[src/common/ras_pkg.sv]
/*
 package for the return address stack: register offsets, field positions,
 reset values, operation codes and the packed carriers shared with the core.
 assumes a single 100 MHz core clock and an AXI4-Lite master for software.
*/
package ras_pkg;
   localparam int unsigned RAS_DEPTH       = 31;
   localparam int unsigned RAS_AW          = 21;
   localparam int unsigned RAS_PW          = 5;
   // register byte offsets
   localparam logic [7:0]  RAS_OFS_PTR     = 8'h00;
   localparam logic [7:0]  RAS_OFS_TOP_LO  = 8'h04;
   localparam logic [7:0]  RAS_OFS_TOP_HI  = 8'h08;
   localparam logic [7:0]  RAS_OFS_TOP_UP  = 8'h0C;
   localparam logic [7:0]  RAS_OFS_CTRL    = 8'h10;
   // pointer and control register fields
   localparam int unsigned RAS_BIT_FULL    = 7;
   localparam int unsigned RAS_BIT_UNDER   = 6;
   localparam int unsigned RAS_BIT_ORE     = 0;
   localparam logic [7:0]  RAS_PTR_RESET   = 8'h00;
   localparam logic        RAS_ORE_RESET   = 1'b1;
   localparam logic [RAS_PW-1:0] RAS_PTR_MAX = 5'h1F;
   localparam logic [RAS_AW-1:0] RAS_PC_STEP = 21'h000002;
   localparam logic [1:0]  RAS_RESP_OKAY   = 2'h0;
   localparam logic [1:0]  RAS_RESP_SLVERR = 2'h2;

   // stack operation requested by the core in one cycle
   typedef enum logic [1:0] {RAS_OP_NONE, RAS_OP_PUSH, RAS_OP_POP, RAS_OP_DROP} ras_op_e;

   // fast shadow set: status, working, bank select
   typedef struct packed {
      logic [7:0] status;
      logic [7:0] working;
      logic [7:0] bank;
   } ras_shadow_s;

   // request from the execution and interrupt logic
   typedef struct packed {
      ras_op_e           op;
      logic [RAS_AW-1:0] pc;
      logic              fast_save;
      logic              fast_restore;
   } ras_req_s;
endpackage

[src/verilog/ras_stack.sv]
/*
 return address stack with top-of-entry access, full and underflow flags,
 optional device reset request, and a one-level fast register shadow.
 assumes the core decodes instructions into ras_req_s (calls, interrupt
 acknowledge and push map to push, returns to pop, the pop instruction to drop)
 and that software reaches the registers over AXI4-Lite on the same clock.
*/
// The register offsets and the AXI4-Lite slave port were chosen for this implementation.
module ras_stack
   import ras_pkg::*;
(
   // clock and reset
   input  wire logic                  aclk,
   input  wire logic                  aresetn,
   input  wire logic                  por_n,
   // core side
   input  wire ras_pkg::ras_req_s     req,
   input  wire logic                  irq_vector,
   input  wire ras_pkg::ras_shadow_s  live_regs,
   output logic [ras_pkg::RAS_AW-1:0] pop_pc,
   output logic                       pop_valid,
   output ras_pkg::ras_shadow_s       shadow_regs,
   output logic                       shadow_restore,
   output logic                       device_reset_req,
   // axi4-lite slave
   input  wire logic [7:0]            s_awaddr,
   input  wire logic                  s_awvalid,
   output logic                       s_awready,
   input  wire logic [31:0]           s_wdata,
   input  wire logic [3:0]            s_wstrb,
   input  wire logic                  s_wvalid,
   output logic                       s_wready,
   output logic [1:0]                 s_bresp,
   output logic                       s_bvalid,
   input  wire logic                  s_bready,
   input  wire logic [7:0]            s_araddr,
   input  wire logic                  s_arvalid,
   output logic                       s_arready,
   output logic [31:0]                s_rdata,
   output logic [1:0]                 s_rresp,
   output logic                       s_rvalid,
   input  wire logic                  s_rready
);
   import ras_pkg::*;

   logic [RAS_AW-1:0] mem [1:RAS_DEPTH];
   logic [RAS_PW-1:0] ptr;
   logic              full_flag;
   logic              under_flag;
   logic              ore;
   ras_shadow_s       shadow;

   // write channel capture: address and data may arrive in either order
   logic              aw_held;
   logic              w_held;
   logic [7:0]        aw_addr;
   logic [31:0]       w_data;
   logic [3:0]        w_strb;

   // byte merge used by the low and high top entry registers
   function automatic logic [7:0] merge8(input logic [7:0] old, input logic [7:0] nw,
                                         input logic en);
      merge8 = en ? nw : old;
   endfunction

   // register map membership, shared by the write and read decoders
   function automatic logic ras_mapped(input logic [7:0] a);
      ras_mapped = a inside {RAS_OFS_PTR, RAS_OFS_TOP_LO, RAS_OFS_TOP_HI,
                             RAS_OFS_TOP_UP, RAS_OFS_CTRL};
   endfunction

   // core decode
   wire do_push  = (req.op == RAS_OP_PUSH);
   wire do_pop   = (req.op == RAS_OP_POP);
   wire do_drop  = (req.op == RAS_OP_DROP);
   wire at_empty = (ptr == '0);
   wire at_full  = (ptr == RAS_PTR_MAX);
   wire at_edge  = (ptr == RAS_PTR_MAX - 5'h01);
   wire push_ovf = do_push && at_edge && ore;
   wire push_blk = do_push && at_full;
   wire pop_unf  = (do_pop || do_drop) && at_empty;

   // register write decode
   wire wr_fire  = aw_held && w_held && !s_bvalid;
   wire wr_ptr   = wr_fire && aw_addr == RAS_OFS_PTR && w_strb[0];
   wire wr_lo    = wr_fire && aw_addr == RAS_OFS_TOP_LO;
   wire wr_hi    = wr_fire && aw_addr == RAS_OFS_TOP_HI;
   wire wr_up    = wr_fire && aw_addr == RAS_OFS_TOP_UP;
   wire wr_ctrl  = wr_fire && aw_addr == RAS_OFS_CTRL && w_strb[0];
   wire wr_map   = ras_mapped(aw_addr);

   // top entry view; slot zero reads as zero
   wire [RAS_AW-1:0] top_val   = at_empty ? '0 : mem[ptr];
   wire [7:0]        ptr_view  = {full_flag, under_flag, 1'b0, ptr};
   wire [RAS_PW-1:0] ptr_inc   = ptr + 5'h01;
   wire [RAS_PW-1:0] ptr_dec   = ptr - 5'h01;
   wire [RAS_AW-1:0] push_data = push_ovf ? req.pc + RAS_PC_STEP : req.pc;

   // read data decode
   logic [31:0] rd_mux;
   always_comb begin
      case (s_araddr)
         RAS_OFS_PTR:    rd_mux = {24'h000000, ptr_view};
         RAS_OFS_TOP_LO: rd_mux = {24'h000000, top_val[7:0]};
         RAS_OFS_TOP_HI: rd_mux = {24'h000000, top_val[15:8]};
         RAS_OFS_TOP_UP: rd_mux = {27'h0000000, top_val[20:16]};
         RAS_OFS_CTRL:   rd_mux = {31'h00000000, ore};
         default:        rd_mux = 32'h00000000;
      endcase
   end
   wire rd_map = ras_mapped(s_araddr);

   assign s_awready = !aw_held;
   assign s_wready  = !w_held;
   assign s_arready = !s_rvalid;

   // axi write channel bookkeeping
   always_ff @(posedge aclk) begin
      if (!aresetn) begin
         aw_held  <= 1'b0;
         w_held   <= 1'b0;
         aw_addr  <= 8'h00;
         w_data   <= 32'h00000000;
         w_strb   <= 4'h0;
         s_bvalid <= 1'b0;
         s_bresp  <= RAS_RESP_OKAY;
      end else begin
         if (s_awvalid && s_awready) begin
            aw_held <= 1'b1;
            aw_addr <= {s_awaddr[7:2], 2'b00};
         end
         if (s_wvalid && s_wready) begin
            w_held <= 1'b1;
            w_data <= s_wdata;
            w_strb <= s_wstrb;
         end
         if (wr_fire) begin
            s_bvalid <= 1'b1;
            s_bresp  <= wr_map ? RAS_RESP_OKAY : RAS_RESP_SLVERR;
         end else if (s_bvalid && s_bready) begin
            s_bvalid <= 1'b0;
            aw_held  <= 1'b0;
            w_held   <= 1'b0;
         end
      end
   end

   // axi read channel; data sampled at the address handshake
   always_ff @(posedge aclk) begin
      if (!aresetn) begin
         s_rvalid <= 1'b0;
         s_rdata  <= 32'h00000000;
         s_rresp  <= RAS_RESP_OKAY;
      end else if (s_arvalid && s_arready) begin
         s_rvalid <= 1'b1;
         s_rdata  <= rd_mux;
         s_rresp  <= rd_map ? RAS_RESP_OKAY : RAS_RESP_SLVERR;
      end else if (s_rvalid && s_rready) begin
         s_rvalid <= 1'b0;
      end
   end

   // pointer: core ops win over a software write in the same cycle,
   // since losing a return address is worse than losing a register write
   logic [RAS_PW-1:0] next_ptr;
   always_comb begin
      next_ptr = ptr;
      if (push_ovf)
         next_ptr = '0;
      else if (do_push && !at_full)
         next_ptr = ptr_inc;
      else if ((do_pop || do_drop) && !at_empty)
         next_ptr = ptr_dec;
      else if (wr_ptr && req.op == RAS_OP_NONE)
         next_ptr = w_data[RAS_PW-1:0];
   end

   // pointer and overflow or underflow reset request; pointer cleared by the device reset aresetn, not by por_n
   always_ff @(posedge aclk) begin
      if (!aresetn) begin
         ptr              <= RAS_PTR_RESET[RAS_PW-1:0];
         device_reset_req <= 1'b0;
      end else begin
         ptr              <= next_ptr;
         device_reset_req <= push_ovf || (pop_unf && do_pop && ore);
      end
   end

   // sticky flags survive device resets; only power-on or software clear.
   // a hardware set in the same cycle as a clear wins
   always_ff @(posedge aclk) begin
      if (!por_n) begin
         full_flag  <= 1'b0;
         under_flag <= 1'b0;
         ore        <= RAS_ORE_RESET;
      end else begin
         if (do_push && (at_edge || at_full))
            full_flag <= 1'b1;
         else if (wr_ptr && !w_data[RAS_BIT_FULL])
            full_flag <= 1'b0;
         if (do_pop && at_empty)
            under_flag <= 1'b1;
         else if (wr_ptr && !w_data[RAS_BIT_UNDER])
            under_flag <= 1'b0;
         if (wr_ctrl)
            ore <= w_data[RAS_BIT_ORE];
      end
   end

   // storage: no reset, contents are undefined until pushed
   always_ff @(posedge aclk) begin
      if (do_push && !at_full)
         mem[ptr_inc] <= push_data;
      else if (!at_empty && (wr_lo || wr_hi || wr_up) && req.op == RAS_OP_NONE)
         mem[ptr] <= {wr_up ? w_data[4:0] : top_val[20:16],
                      merge8(top_val[15:8], w_data[7:0], wr_hi && w_strb[0]),
                      merge8(top_val[7:0], w_data[7:0], wr_lo && w_strb[0])};
   end

   // pop answer to the core: zero on underflow, latches untouched by design
   always_ff @(posedge aclk) begin
      if (!aresetn) begin
         pop_pc    <= '0;
         pop_valid <= 1'b0;
      end else begin
         pop_valid <= do_pop;
         pop_pc    <= do_pop ? top_val : pop_pc;
      end
   end

   // fast shadow: interrupt vectoring or fast call overwrites it
   always_ff @(posedge aclk) begin
      if (!aresetn) begin
         shadow         <= '0;
         shadow_restore <= 1'b0;
      end else begin
         if (irq_vector || (do_push && req.fast_save))
            shadow <= live_regs;
         shadow_restore <= do_pop && req.fast_restore;
      end
   end
   assign shadow_regs = shadow;

   // assertions
   property p_push_inc;
      @(posedge aclk) disable iff (!aresetn)
      (do_push && !at_full && !push_ovf) |=> ptr == $past(ptr) + 5'h01;
   endproperty
   a_push_inc: assert property (p_push_inc) else $error("push did not advance pointer");
   property p_push_data;
      @(posedge aclk) disable iff (!aresetn)
      (do_push && !at_full && !push_ovf) |=> mem[ptr] == $past(req.pc);
   endproperty
   a_push_data: assert property (p_push_data) else $error("pushed pc not stored");
   property p_pop_dec;
      @(posedge aclk) disable iff (!aresetn)
      (do_pop && !at_empty) |=> ptr == $past(ptr) - 5'h01 && pop_valid;
   endproperty
   a_pop_dec: assert property (p_pop_dec) else $error("pop did not retreat pointer");
   property p_under;
      @(posedge aclk) disable iff (!aresetn)
      (do_pop && at_empty) |=> under_flag && ptr == '0 && pop_pc == '0;
   endproperty
   a_under: assert property (p_under) else $error("underflow handling wrong");
   property p_full_stop;
      @(posedge aclk) disable iff (!aresetn)
      (do_push && at_full) |=> ptr == RAS_PTR_MAX && full_flag && $stable(mem[RAS_DEPTH]);
   endproperty
   a_full_stop: assert property (p_full_stop) else $error("push past full moved");
   property p_ovf_rst;
      @(posedge aclk) disable iff (!aresetn)
      (do_push && at_edge && ore) |=> device_reset_req && full_flag && ptr == '0;
   endproperty
   a_ovf_rst: assert property (p_ovf_rst) else $error("overflow reset missing");
   property p_no_rst;
      @(posedge aclk) disable iff (!aresetn)
      !ore |=> !device_reset_req;
   endproperty
   a_no_rst: assert property (p_no_rst) else $error("reset without enable");
   property p_bit5;
      @(posedge aclk) disable iff (!aresetn)
      (s_arvalid && s_arready && s_araddr == RAS_OFS_PTR) |=>
         s_rdata[31:8] == 24'h000000 && s_rdata[7] == $past(full_flag) &&
         s_rdata[6] == $past(under_flag) && s_rdata[5] == 1'b0 &&
         s_rdata[4:0] == $past(ptr);
   endproperty
   a_bit5: assert property (p_bit5) else $error("pointer register layout");
   property p_shadow;
      @(posedge aclk) disable iff (!aresetn)
      irq_vector |=> shadow_regs == $past(live_regs);
   endproperty
   a_shadow: assert property (p_shadow) else $error("shadow not loaded");
   property p_drop;
      @(posedge aclk) disable iff (!aresetn)
      (do_drop && !at_empty) |=> !pop_valid && ptr == $past(ptr) - 5'h01;
   endproperty
   a_drop: assert property (p_drop) else $error("drop misbehaved");
   // sticky flags belong to the power-on domain: a device reset must not clear them
   property p_full_hold;
      @(posedge aclk) disable iff (!por_n)
      (full_flag && !(wr_ptr && !w_data[RAS_BIT_FULL])) |=> full_flag;
   endproperty
   a_full_hold: assert property (p_full_hold) else $error("full flag lost");
   property p_under_hold;
      @(posedge aclk) disable iff (!por_n)
      (under_flag && !(wr_ptr && !w_data[RAS_BIT_UNDER])) |=> under_flag;
   endproperty
   a_under_hold: assert property (p_under_hold) else $error("underflow flag lost");
   // the reset property has no disable: it watches the reset itself
   property p_rst_ptr;
      @(posedge aclk)
      !aresetn |=> ptr == '0;
   endproperty
   a_rst_ptr: assert property (p_rst_ptr) else $error("pointer not cleared by reset");
   // overflow and underflow consequences
   property p_ovf_data;
      @(posedge aclk) disable iff (!aresetn)
      (do_push && at_edge && ore) |=> mem[RAS_DEPTH] == $past(req.pc) + RAS_PC_STEP;
   endproperty
   a_ovf_data: assert property (p_ovf_data) else $error("overflow push not pc plus two");
   property p_full_set;
      @(posedge aclk) disable iff (!aresetn)
      (do_push && at_edge && !ore) |=> full_flag && ptr == RAS_PTR_MAX && !device_reset_req;
   endproperty
   a_full_set: assert property (p_full_set) else $error("31st push without enable wrong");
   property p_unf_rst;
      @(posedge aclk) disable iff (!aresetn)
      (do_pop && at_empty && ore) |=> device_reset_req && under_flag && ptr == '0;
   endproperty
   a_unf_rst: assert property (p_unf_rst) else $error("underflow reset missing");
   // software access; core operations take the cycle when both collide
   property p_ptr_wr;
      @(posedge aclk) disable iff (!aresetn)
      (wr_ptr && req.op == RAS_OP_NONE) |=> ptr == $past(w_data[RAS_PW-1:0]);
   endproperty
   a_ptr_wr: assert property (p_ptr_wr) else $error("pointer write lost");
   property p_top_wr;
      @(posedge aclk) disable iff (!aresetn)
      (wr_lo && w_strb[0] && !at_empty && req.op == RAS_OP_NONE) |=>
         mem[ptr][7:0] == $past(w_data[7:0]);
   endproperty
   a_top_wr: assert property (p_top_wr) else $error("top entry write lost");
   // fast shadow save and restore
   property p_fast_save;
      @(posedge aclk) disable iff (!aresetn)
      (do_push && req.fast_save) |=> shadow_regs == $past(live_regs);
   endproperty
   a_fast_save: assert property (p_fast_save) else $error("fast call did not save");
   property p_fast_rst;
      @(posedge aclk) disable iff (!aresetn)
      (do_pop && req.fast_restore) |=> shadow_restore;
   endproperty
   a_fast_rst: assert property (p_fast_rst) else $error("fast return did not restore");
   // covers: the core spaces its requests one idle cycle apart
   c_push: cover property (@(posedge aclk) disable iff (!aresetn) do_push ##2 do_pop);
   c_ovf:  cover property (@(posedge aclk) disable iff (!aresetn) push_ovf);
   c_full: cover property (@(posedge aclk) disable iff (!aresetn) push_blk);
   c_unf:  cover property (@(posedge aclk) disable iff (!aresetn) pop_unf);
   c_wr:   cover property (@(posedge aclk) disable iff (!aresetn) wr_lo);
endmodule

[config.mk]
export PLATFORM = sky130hd
export DESIGN_NAME = ras_stack
export DESIGN_NICKNAME = d
export VERILOG_FILES = /design/src/common/ras_pkg.sv /design/src/verilog/ras_stack.sv
export SDC_FILE = /design/constraint.sdc
export NUM_CORES = 1
export LEC_CHECK = 0
export ABC_AREA = 0
export ABC_CLOCK_PERIOD_IN_PS = 4059
export BUFFER_PORTS_ARGS = -buffer_cell sky130_fd_sc_hd__buf_4
export CAP_MARGIN = 10
export CORE_MARGIN = 1
export CORE_UTILIZATION = 60
export DETAILED_ROUTE_END_ITERATION = 6
export MAX_ROUTING_LAYER = met4
export PLACE_DENSITY = 0.87
export SLEW_MARGIN = 20
export SYNTH_ARGS = -nofsm -noshare
export SYNTH_HDL_FRONTEND = slang
export SYNTH_SLANG_ARGS = --single-unit
[constraint.sdc]
create_clock -name aclk -period 4.06 [get_ports aclk]
set_input_delay 0.812 -clock aclk [delete_from_list [all_inputs] [get_ports aclk]]
set_output_delay 0.812 -clock aclk [all_outputs]
set_load 0.05 [all_outputs]
; Word-level counts from Yosys, hierarchy flattened
; Memory sizes are Yosys's and may differ from the RTL's. A register that Yosys moved wholly into a read port is not among the register bits.
; Cells that the tools add are included.
[word_totals]
regBits = 111
mem_bits_rw = 651
inputBits = 110
word_cells = 133
n_memories = 1
[classes]
add_sub_neg = 3
eq_ne = 13
muxes = 35
bitwise_logic = 1
reduce_logical = 59
[mem_list]
columns = name, words, word_bits, read_ports, rd_ports_with_merged_regs, wr, line_no
row1 = mem, 31, 21, 1, 1, 1, ras_stack.sv:46  ; logic [RAS_AW-1:0] mem [1:RAS_DEPTH];
[ops]
columns = op, count
row1 = $mux W21, 3
row2 = $pmux W8 S5, 1
row3 = $mux W5, 7
row4 = $logic_and A1 B1 Y1, 32
row5 = $add A21 B2 Y21 const B, 1
row6 = $reduce_or A21 Y1, 1
row7 = $mux W1, 20
row8 = $eq A8 B4 Y1 const B, 2
row9 = $logic_not A8 Y1, 2
row10 = $mux W8, 2
row11 = $eq A6 B2 Y1 const B, 2
row12 = $eq A5 B5 Y1 const B, 2
row13 = $reduce_bool A5 Y1, 2
row14 = $eq A8 B3 Y1 const B, 1
row15 = $eq A8 B5 Y1 const B, 1
row16 = $logic_not A1 Y1, 8
row17 = $reduce_bool A2 Y1, 4
row18 = $eq A6 B1 Y1 const B, 1
row19 = $eq A6 B3 Y1 const B, 1
row20 = $logic_or A1 B1 Y1, 6
row21 = $add A5 B1 Y5 const B, 1
row22 = $logic_not A5 Y1, 1
row23 = $sub A5 B1 Y5 const B, 1
row24 = $eq A2 B2 Y1 const B, 2
row25 = 6 further kinds, 7

; Longest topological paths before layout
; Gate-level depths: netlist of the first run.
[logic_depth]
word_depth = 12
depth_mapped = 11
ltp_nobuf = 8

; Least setup slack after synthesis of the first run
; No wires, ideal clock.
[synth_timing]
path_type = flip-flop to flip-flop
start = register ptr[0]
end = memory mem[4][0] (enable)
t_arrival_ns = 3.319
required_time_ns = 3.661
slack_ns = 0.342
stages_incl_launch_ff = 10
n_path_buf = 2
synth_period_minus_slack_ns = 3.718
path_cell_list = dfxtp_1 clkbuf_1 inv_1 ha_1 or4b_1 clkbuf_1 nand3_1 mux2_2 or3_1 nor2_1
[synth_via]
elab_chain_len = 9
word_cells_on_any_way = 16
classes_between = 1 x add/sub / 1 x eq/ne / 7 x mux / 7 x reduce/logical
[synth_rtl]
columns = item, line_no
row1 = "start, declared", ras_stack.sv:47  ; logic [RAS_PW-1:0] ptr;
row2 = "start signal, assigned", ras_stack.sv:181  ; ptr <= RAS_PTR_RESET[RAS_PW-1:0];
row3 = "start signal, assigned", ras_stack.sv:184  ; ptr <= next_ptr;
row4 = $logic_not A5 Y1, ras_stack.sv:76  ; wire at_empty = (ptr == '0);
row5 = $logic_not A1 Y1, ras_stack.sv:214  ; else if (!at_empty && (wr_lo || wr_hi || wr_up) && req.op == RAS_OP_NONE)
row6 = $logic_and A1 B1 Y1 (2 in series), ras_stack.sv:214
row7 = $mux W1, ras_stack.sv:214
row8 = $mux W1, ras_stack.sv:212  ; if (do_push && !at_full)
row9 = $mux W1, ras_stack.sv:215  ; mem[ptr] <= {wr_up ? w_data[4:0] : top_val[20:16],
row10 = $reduce_or A21 Y1 (no source line), -
row11 = $mux W5 (no source line) / $mux W1 (equally long branches), -
row12 = "end, declared", ras_stack.sv:46
; Parallel ways exist; a longest one is shown, timed or not.

; Final worst setup path of the first run
[layout_timing]
start = register ptr[0]
end = memory mem[8][17] (enable)
; The elaborated chain is that of the path after synthesis.

==> reports/results.md, run 1 <==
| Stage | Parameter | Value |
|---|---|---|
| power and ir drop | Internal power contribution | 13.4 mW |
| sta | Worst slew margin relative to its limit | 0.325 |
| sta | Measured slew at the worst slew-check pin | 1.01 ns |
| clock tree | CTS resizes | 0 |
| synthesis | Part of the Yosys area used for sequential elements | 0.709 |
| sta | Setup-failing EPs final | 0 |
| drt | Iteration-0 DRC Markers | 2391 |
| power and ir drop | Areal power density over the cells | 533 nW/µm² |
| global routing | Overflow left after global routing | 0 |
| final layout | Fraction of layout instances using a drive strength above 1 | 0.254 |
| synthesis | Fraction of synthesized cell area taken by the top area cell type | 0.649 |
| synthesis | Post-Syn Instances | 1815 |
| setup path | Number of cells on the worst reg-to-reg path | 9 |
| floorplanning | Site row count | 81 |
| final layout | Layout-stage area growth over the synthesis result | 15.2% |
| sta | Unrepaired setup endpoints after global routing | false |
| place | Routability congestion estimate | 1.02 |
| run | Max-cap check violation count | 0 |
| clock tree | Number of buffers added to fix hold violations after cts | 0 |
| sta | Post-layout min period | 3.92 ns |
| sta | Slack of the critical path | 0.137 ns |
| setup path | Critical register-to-register path endpoint | mem[8][17] |
| clock tree | Root Driver | clkbuf_16 |
| floorplanning | Die Outline Area | 51100 µm² |
| sta | Portion of the clock cycle consumed by the worst path in the final layout | 0.966 |
| setup path | Most repeated library cell on the critical path | buf_4 |
| sta | Final count of pins violating max slew | 0 |
| drt | Number of detailed-route iterations in the first pass | 6 |
| final layout | Net count of the finished layout | 2148 |
| global routing | Overall routing resource usage | 0.336 |
| power and ir drop | Switching pwr | 5.09 mW |
| synthesis | Post-synth cell types | 75 |
| global routing | Maximum number of pins on one net before global-route repair | 58 |
| setup path | Required @ worst endpoint | 4.33 ns |
| setup path | Critical path fanouts, max | 17 |
| clock tree | Worst-path clk slew | 0.06 ns |
| drt | Drt wl/cell | 29.8 µm |
| global routing | Number of global-route vias before repair | 18300 |
| final layout | Footprint of the multi-input gates | 8180 µm² |
| floorplanning | Floorplan Core Area | 49300 µm² |
| clock tree | Total setup buffers inserted after CTS | 0 |
| drt | Final ANT Viol Nets | 0 |
| global routing | Met2 Track Usage GR | 0.536 |
| power and ir drop | Switching share of power | 0.276 |
| floorplanning | Die boundary width | 226 µm |
| power and ir drop | Share of power burned in registers | 0.471 |
| global routing | Initial antenna violation count | 0 |
| place | DPL Wire Length | 50200 µm |
| drt | Via density per instance | 6.69 |
| power and ir drop | Portion of total power attributed to combinational logic | 0.176 |
| global routing | Fraction of met1 tracks used by global routing | 0.396 |
| setup path | Endpoint arrival time on the critical path | 4.19 ns |
| setup path | WS Path Type | reg2reg |
| setup path | Start of the worst register-to-register path | ptr[0] |
| synthesis | Synth top area cells | edfxtp_1, mux4_2, dfxtp_1 |
| setup path | Worst path cell trace | buf_4 > inv_1 > ha_1 > or4b_1 > and3_1 > o21ai_1 > nand3_1 > nor2_2 > buf_4 |
| run status | Status | completed |
| floorplanning | Chip height | 226 µm |
| final layout | Area taken by flip-flops and latches | 21400 µm² |
| place | Pre-CTS setup slack | 0.447 ns |
| synthesis | Yosys Warn Count | 0 |
| setup path | Critical Path Slowest Stage Cell | o21ai_1 |
| clock tree | Clock sinks | 741 |
| synthesis | Flops & latches, synth | 741 |
| synthesis | Async set or reset register ratio after synthesis | 0 |
| final layout | Filler cell count in the final layout | 2865 |
| floorplanning | Starting utilization of the core area | 0.611 |
| setup path | Max incr delay on CP | 0.61 ns |
| clock tree | CTS tree | yes |
| clock tree | Maximum number of buffers from clock root to sink | 3 |
| sta | Max Clk Rate | 0.255 GHz |
| synthesis | Area of the mapped netlist | 30100 µm² |
| global routing | Most used routing layer in global routing | met2 |
| worst hold path | Class of the tightest hold or removal check | in2reg |
| synthesis | Number of enable flip-flop cells after synthesis | 651 |
| sta | Setup TNS | 0 ns |
| drt | Remaining design rule violation count | 0 |
| drt | Routed Wire Length | 82000 µm |
| clock tree | H-tree Lvls | 3 |
| synthesis | Yosys top cell by area | edfxtp_1 |
| setup path | Setup slack, reg-to-reg | 0.14 ns |
| worst hold path | Min-delay src | s_rready |
| power and ir drop | Leakage power total | 11.6 nW |
| power and ir drop | Relative contribution of the clock network to total power | 0.353 |
| synthesis | Avg Cell Area, Syn | 16.6 µm² |
| synthesis | Main synth FF type | edfxtp_1 |
| sta | Hold Violations, Final | 0 |
| floorplanning | Count of pins on the block boundary | 199 |
| worst hold path | Hold-critical path depth | 2 |
| setup path | Capturing element type of the critical path | flip-flop |
| global routing | Wire length of the first global-routing pass | 118000 µm |
| sta | Worst setup skew after layout | 0.0293 ns |
| setup path | Startpoint kind of the worst setup timing path | flip-flop |
| place | Number of input and output port buffers inserted | 143 |
| clock tree | Later-pin clock latency in the skew report | 0.63 ns |
| clock tree | TritonCTS buffer count | 72 |
| global routing | Met3 usage | 0.0675 |
| worst hold path | Worst-case hold path end point | s_rvalid |
| power and ir drop | Peak ir drop on the vdd network | 399 µV |
| drt | Vias after detailed routing | 18400 |
-- how the worst max path moves through the flow --
stage	start	to	slack [ns]	cells after the start
3_5_place_dp	flip-flop	mem[7][18]	0.45	7
5_1_grt	flip-flop	mem[30][18]	0.13	7
6_report	ptr[0]	mem[8][17]	0.14	9
2_1_floorplan	ptr[0]	mem[4][0]	0.34	9
3_3_place_gp	flip-flop	mem[7][17]	0.50	7
4_1_cts	ptr[0]	mem[8][17]	0.32	9
-- stage by stage --
step | utilization | std cells | power [mW] | instance area (µm²) | hold slack [ns]
after floorplan | - | 1840 | 10.9 | 30200 | 0.448
after global placement | 0.658 | 2622 | 11.8 | 32400 | 0.443
after detailed placement | 0.658 | 2622 | 12.0 | 32400 | 0.446
after CTS | 0.704 | 2751 | 18.4 | 34700 | 0.357
after global routing | 0.704 | 2751 | 18.9 | 34700 | 0.378
final | 0.704 | 2752 | 18.5 | 34700 | 0.381
-- critical path: cells and delay by family, from the launching register on --
kind,cells,cell delay (ns)
simple gates,4,1.57
compound gates,1,0.61
buf+inv,3,0.84
flops,1,0.32
fa+ha+maj,1,0.22
-- placed cells by master, fill, tap and decap left out, types with 10 or more instances in the layout --
cell type	Yosys	routed
o22ai_1	10	10
a211oi_1	26	26
clkinv_1	2	14
a22o_1	21	21
nand2_1	134	134
a21oi_1	112	106
mux4_2	98	98
xor2_1	15	15
mux2i_1	112	112
and3_1	12	12
clkbuf_1	47	16
nand4_1	12	12
nor2b_1	25	17
conb_1	1	26
nor2_2	0	23
o21a_1	12	12
nand3_1	50	49
clkbuf_16	0	73
o221ai_1	22	22
o21ai_0	16	16
dfxtp_1	90	86
buf_4	37	237
a22oi_1	26	17
nor2_1	73	50
buf_12	2	11
mux4_1	13	13
nor3_1	14	14
mux2_2	13	13
clkinv_2	0	10
edfxtp_1	651	651
-- power by group through the flow --
stage	logic, mW	clock network [mW]	registers, mW
2_1_floorplan	2.08	0	8.86
3_3_place_gp	3.01	0	8.83
3_5_place_dp	3.10	0	8.85
4_1_cts	3.18	6.57	8.69
5_1_grt	3.37	6.85	8.71
6_report	3.25	6.53	8.70
-- kinds of logic (layout without fill, tap and decap cells) --
logic type / Yosys count / after routing / synth area share
AOI/OAI and AO/OA: 294 / 294 / 0.0660
xor gates and xnor gates: 22 / 22 / 0.00640
adders and majority gates: 6 / 6 / 0.00249
buffers and inverters: 137 / 384 / 0.0278
DFF: 741 / 741 / 0.709
muxes: 236 / 236 / 0.127
other: 1 / 27 / 0.000125
and+or+nand+nor: 378 / 378 / 0.0613
-- synth_stat cells, types with 13 or more instances --
| master | instances |
|---|---|
| edfxtp_1 | 651 |
| nand2_1 | 134 |
| a21oi_1 | 112 |
| mux2i_1 | 112 |
| mux4_2 | 98 |
| dfxtp_1 | 90 |
| nor2_1 | 73 |
| nand3_1 | 50 |
| clkbuf_1 | 47 |
| buf_4 | 37 |
| a211oi_1 | 26 |
| a22oi_1 | 26 |
| nor2b_1 | 25 |
| buf_2 | 23 |
| o221ai_1 | 22 |
| a22o_1 | 21 |
| o21ai_0 | 16 |
| xor2_1 | 15 |
| nor3_1 | 14 |
| buf_6 | 13 |
| mux2_2 | 13 |
| mux4_1 | 13 |
-- metal layers --
layer  part of all wire  routed length (µm)
met5                  0                   0
met4              0.064                5270
met3               0.11                8870
met2               0.48               39700
met1               0.34               28100
-- state kept, by name, indices dropped and copies added (netlist names), 5 cells and up, named ones only --
signal	flops
mem	651
shadow_regs	24
pop_pc	21
s_rdata	8
w_data	8
aw_addr	6
ptr	5
-- cell type report --
class | instances | share of cell area
flip-flops and latches | 741 | 0.616
diodes | 1 | 0.0000722
clock buffers | 92 | 0.0554
clock inverters | 37 | 0.0101
repair buffers | 248 | 0.0577
multi-input cells | 962 | 0.236
well taps | 664 | 0.0240
inverters | 7 | 0.000758
No activity file was read; power rests on OpenSTA's default activity.
==> run 2: changes to the inputs <==
--- a/config.mk
+++ b/config.mk
@@ -10,10 +10,10 @@
 export BUFFER_PORTS_ARGS = -buffer_cell sky130_fd_sc_hd__buf_4
 export CAP_MARGIN = 10
 export CORE_MARGIN = 1
-export CORE_UTILIZATION = 60
+export CORE_UTILIZATION = 44
 export DETAILED_ROUTE_END_ITERATION = 6
 export MAX_ROUTING_LAYER = met4
-export PLACE_DENSITY = 0.87
+export PLACE_DENSITY = 0.69
 export SLEW_MARGIN = 20
 export SYNTH_ARGS = -nofsm -noshare
 export SYNTH_HDL_FRONTEND = slang
==> reports/results.md, run 2 (synthesis gave the netlist of run 1 again) <==
| Stage | Parameter | Value |
|---|---|---|
| setup path | Required @ worst endpoint | 4.35 ns |
| clock tree | Clock sinks | 741 |
| floorplanning | Starting utilization of the core area | 0.447 |
| final layout | Layout-stage area growth over the synthesis result | 17.1% |
| final layout | Commonest cells after routing, fill and taps aside | edfxtp_1, buf_4, nand2_1 |
| final layout | Most flop-heavy register | mem |
| drt | Via density per instance | 5.89 |
| final layout | Fraction of layout instances using a drive strength above 1 | 0.263 |
| final layout | Leading cell type in the layout, fill and taps excluded | edfxtp_1 |
| drt | Iteration-0 DRC Markers | 1954 |
| global routing | Initial antenna violation count | 1 |
| sta | Setup-failing EPs final | 0 |
| clock tree | CTS resizes | 0 |
| drt | Final ANT Viol Nets | 0 |
| floorplanning | Count of pins on the block boundary | 199 |
| clock tree | Maximum number of buffers from clock root to sink | 3 |
| clock tree | Number of buffers added to fix hold violations after cts | 0 |
| final layout | Net count of the finished layout | 2160 |
| global routing | Number of global-route vias before repair | 17500 |
| sta | Post-layout min period | 3.55 ns |
| final layout | Final instance area | 35200 µm² |
| global routing | Fraction of met1 tracks used by global routing | 0.287 |
| sta | Unrepaired setup endpoints after global routing | false |
| floorplanning | Floorplan Core Area | 67400 µm² |
| floorplanning | Site row count | 95 |
| clock tree | Later-pin clock latency in the skew report | 0.61 ns |
| sta | Measured slew at the worst slew-check pin | 0.837 ns |
| place | Routability congestion estimate | 0.908 |
| floorplanning | Die Outline Area | 69500 µm² |
| clock tree | H-tree Lvls | 3 |
| drt | Routed Wire Length | 75000 µm |
| run status | Status | completed |
| place | Placed standard-cell area | 32800 µm² |
| drt | Remaining design rule violation count | 0 |
| clock tree | Total setup buffers inserted after CTS | 0 |
| setup path | Critical path fanouts, max | 31 |
| global routing | Met2 Track Usage GR | 0.352 |
| final layout | Footprint of the multi-input gates | 8190 µm² |
| setup path | WS Path Type | reg2reg |
| global routing | Overall routing resource usage | 0.222 |
| sta | Max Clk Rate | 0.282 GHz |
| power and ir drop | Total design power | 18.6 mW |
| global routing | Wire length of the first global-routing pass | 111000 µm |
| sta | Portion of the clock cycle consumed by the worst path in the final layout | 0.874 |
| floorplanning | Chip height | 264 µm |
| final layout | Filler cell count in the final layout | 5307 |
| setup path | Setup slack, reg-to-reg | 0.51 ns |
| drt | Drt wl/cell | 25.2 µm |
| global routing | Maximum number of pins on one net before global-route repair | 51 |
| setup path | Startpoint kind of the worst setup timing path | flip-flop |
| setup path | Capturing element type of the critical path | flip-flop |
| clock tree | Root Driver | clkbuf_16 |
| power and ir drop | Areal power density over the cells | 529 nW/µm² |
| sta | Worst slew margin relative to its limit | 0.441 |
| floorplanning | Die boundary width | 264 µm |
| final layout | Number of flip-flops in the largest register | 651 |
| drt | Vias after detailed routing | 17500 |
| sta | Hold Violations, Final | 0 |
| worst hold path | Class of the tightest hold or removal check | in2reg |
| drt | Number of detailed-route iterations in the first pass | 5 |
| global routing | Met3 usage | 0.0346 |
| sta | Worst setup skew after layout | 0.0240 ns |
| clock tree | CTS tree | yes |
| final layout | Area taken by flip-flops and latches | 21400 µm² |
| run | Max-cap check violation count | 0 |
| sta | Hold slack | 0.395 ns |
| place | Number of input and output port buffers inserted | 143 |
| sta | Setup TNS | 0 ns |
| global routing | Most used routing layer in global routing | met2 |
| clock tree | TritonCTS buffer count | 73 |
| clock tree | Worst-path clk slew | 0.07 ns |
| power and ir drop | Leakage power total | 11.7 nW |
| setup path | Endpoint arrival time on the critical path | 3.84 ns |
| power and ir drop | Peak ir drop on the vdd network | 288 µV |
| global routing | Overflow left after global routing | 0 |
| sta | Final count of pins violating max slew | 0 |
| place | DPL Wire Length | 49100 µm |
run 2: changes by cell type in the layout (fill, tap and decap cells not counted), sizes merged:
cell | previous run | this run
inv | 12 | 11
buf | 248 | 259
clkinvlp | 1 | 4
clkbuf | 92 | 84
clkinv | 26 | 32
bufinv | 5 | 8
run 2: stage by stage:
stage                     cells  setup slack (ns)   util
after global placement     2840             0.540  0.487
after CTS                  2972             0.430  0.522
after global routing       2975             0.396  0.523
after floorplan            1840             0.342      -
final                      2975             0.514  0.523
after detailed placement   2840             0.448  0.487
run 2: layout make-up:
cell class | count | share of cell area
sequential | 741 | 0.606
antenna | 1 | 0.0000710
timing repair buffer | 259 | 0.0621
inverter | 7 | 0.000746
clock inverter | 48 | 0.0133
clock buffer | 84 | 0.0543
multi-input combinational | 962 | 0.232
tap | 873 | 0.0310
run 2: path summary, 6_finish.rpt:
path,cells after the start,endpoint,from
setup / recovery,8,mem[8][1],flip-flop
hold / removal,2,s_rvalid,s_rready
setup reg to reg,8,mem[8][1],flip-flop
hold reg to reg,2,pop_pc[12],pop_pc[12]
run 2: critical path: stages (launching register included):
cell and delay [ns]:
dfxtp_4 0.67, buf_4 0.46, mux4_1 0.60, a22o_1 0.28
or4_1 0.57, nand3_1 0.16, o21a_1 0.15, a21oi_2 0.04
buf_4 0.26
run 2: where the power goes:
| part | internal (mW) | switching [mW] | leakage, nW |
|---|---|---|---|
| sequential | 8.47 | 0.184 | 6.60 |
| clock | 3.91 | 2.83 | 1.17 |
| combinational | 1.25 | 1.98 | 3.96 |
| total | 13.6 | 5.00 | 11.7 |
run 2: layer usage:
layer / part of all wire / wire length [µm]
met5: 0 / 0
met2: 0.48 / 36300
met3: 0.084 / 6310
met4: 0.034 / 2550
met1: 0.40 / 29900
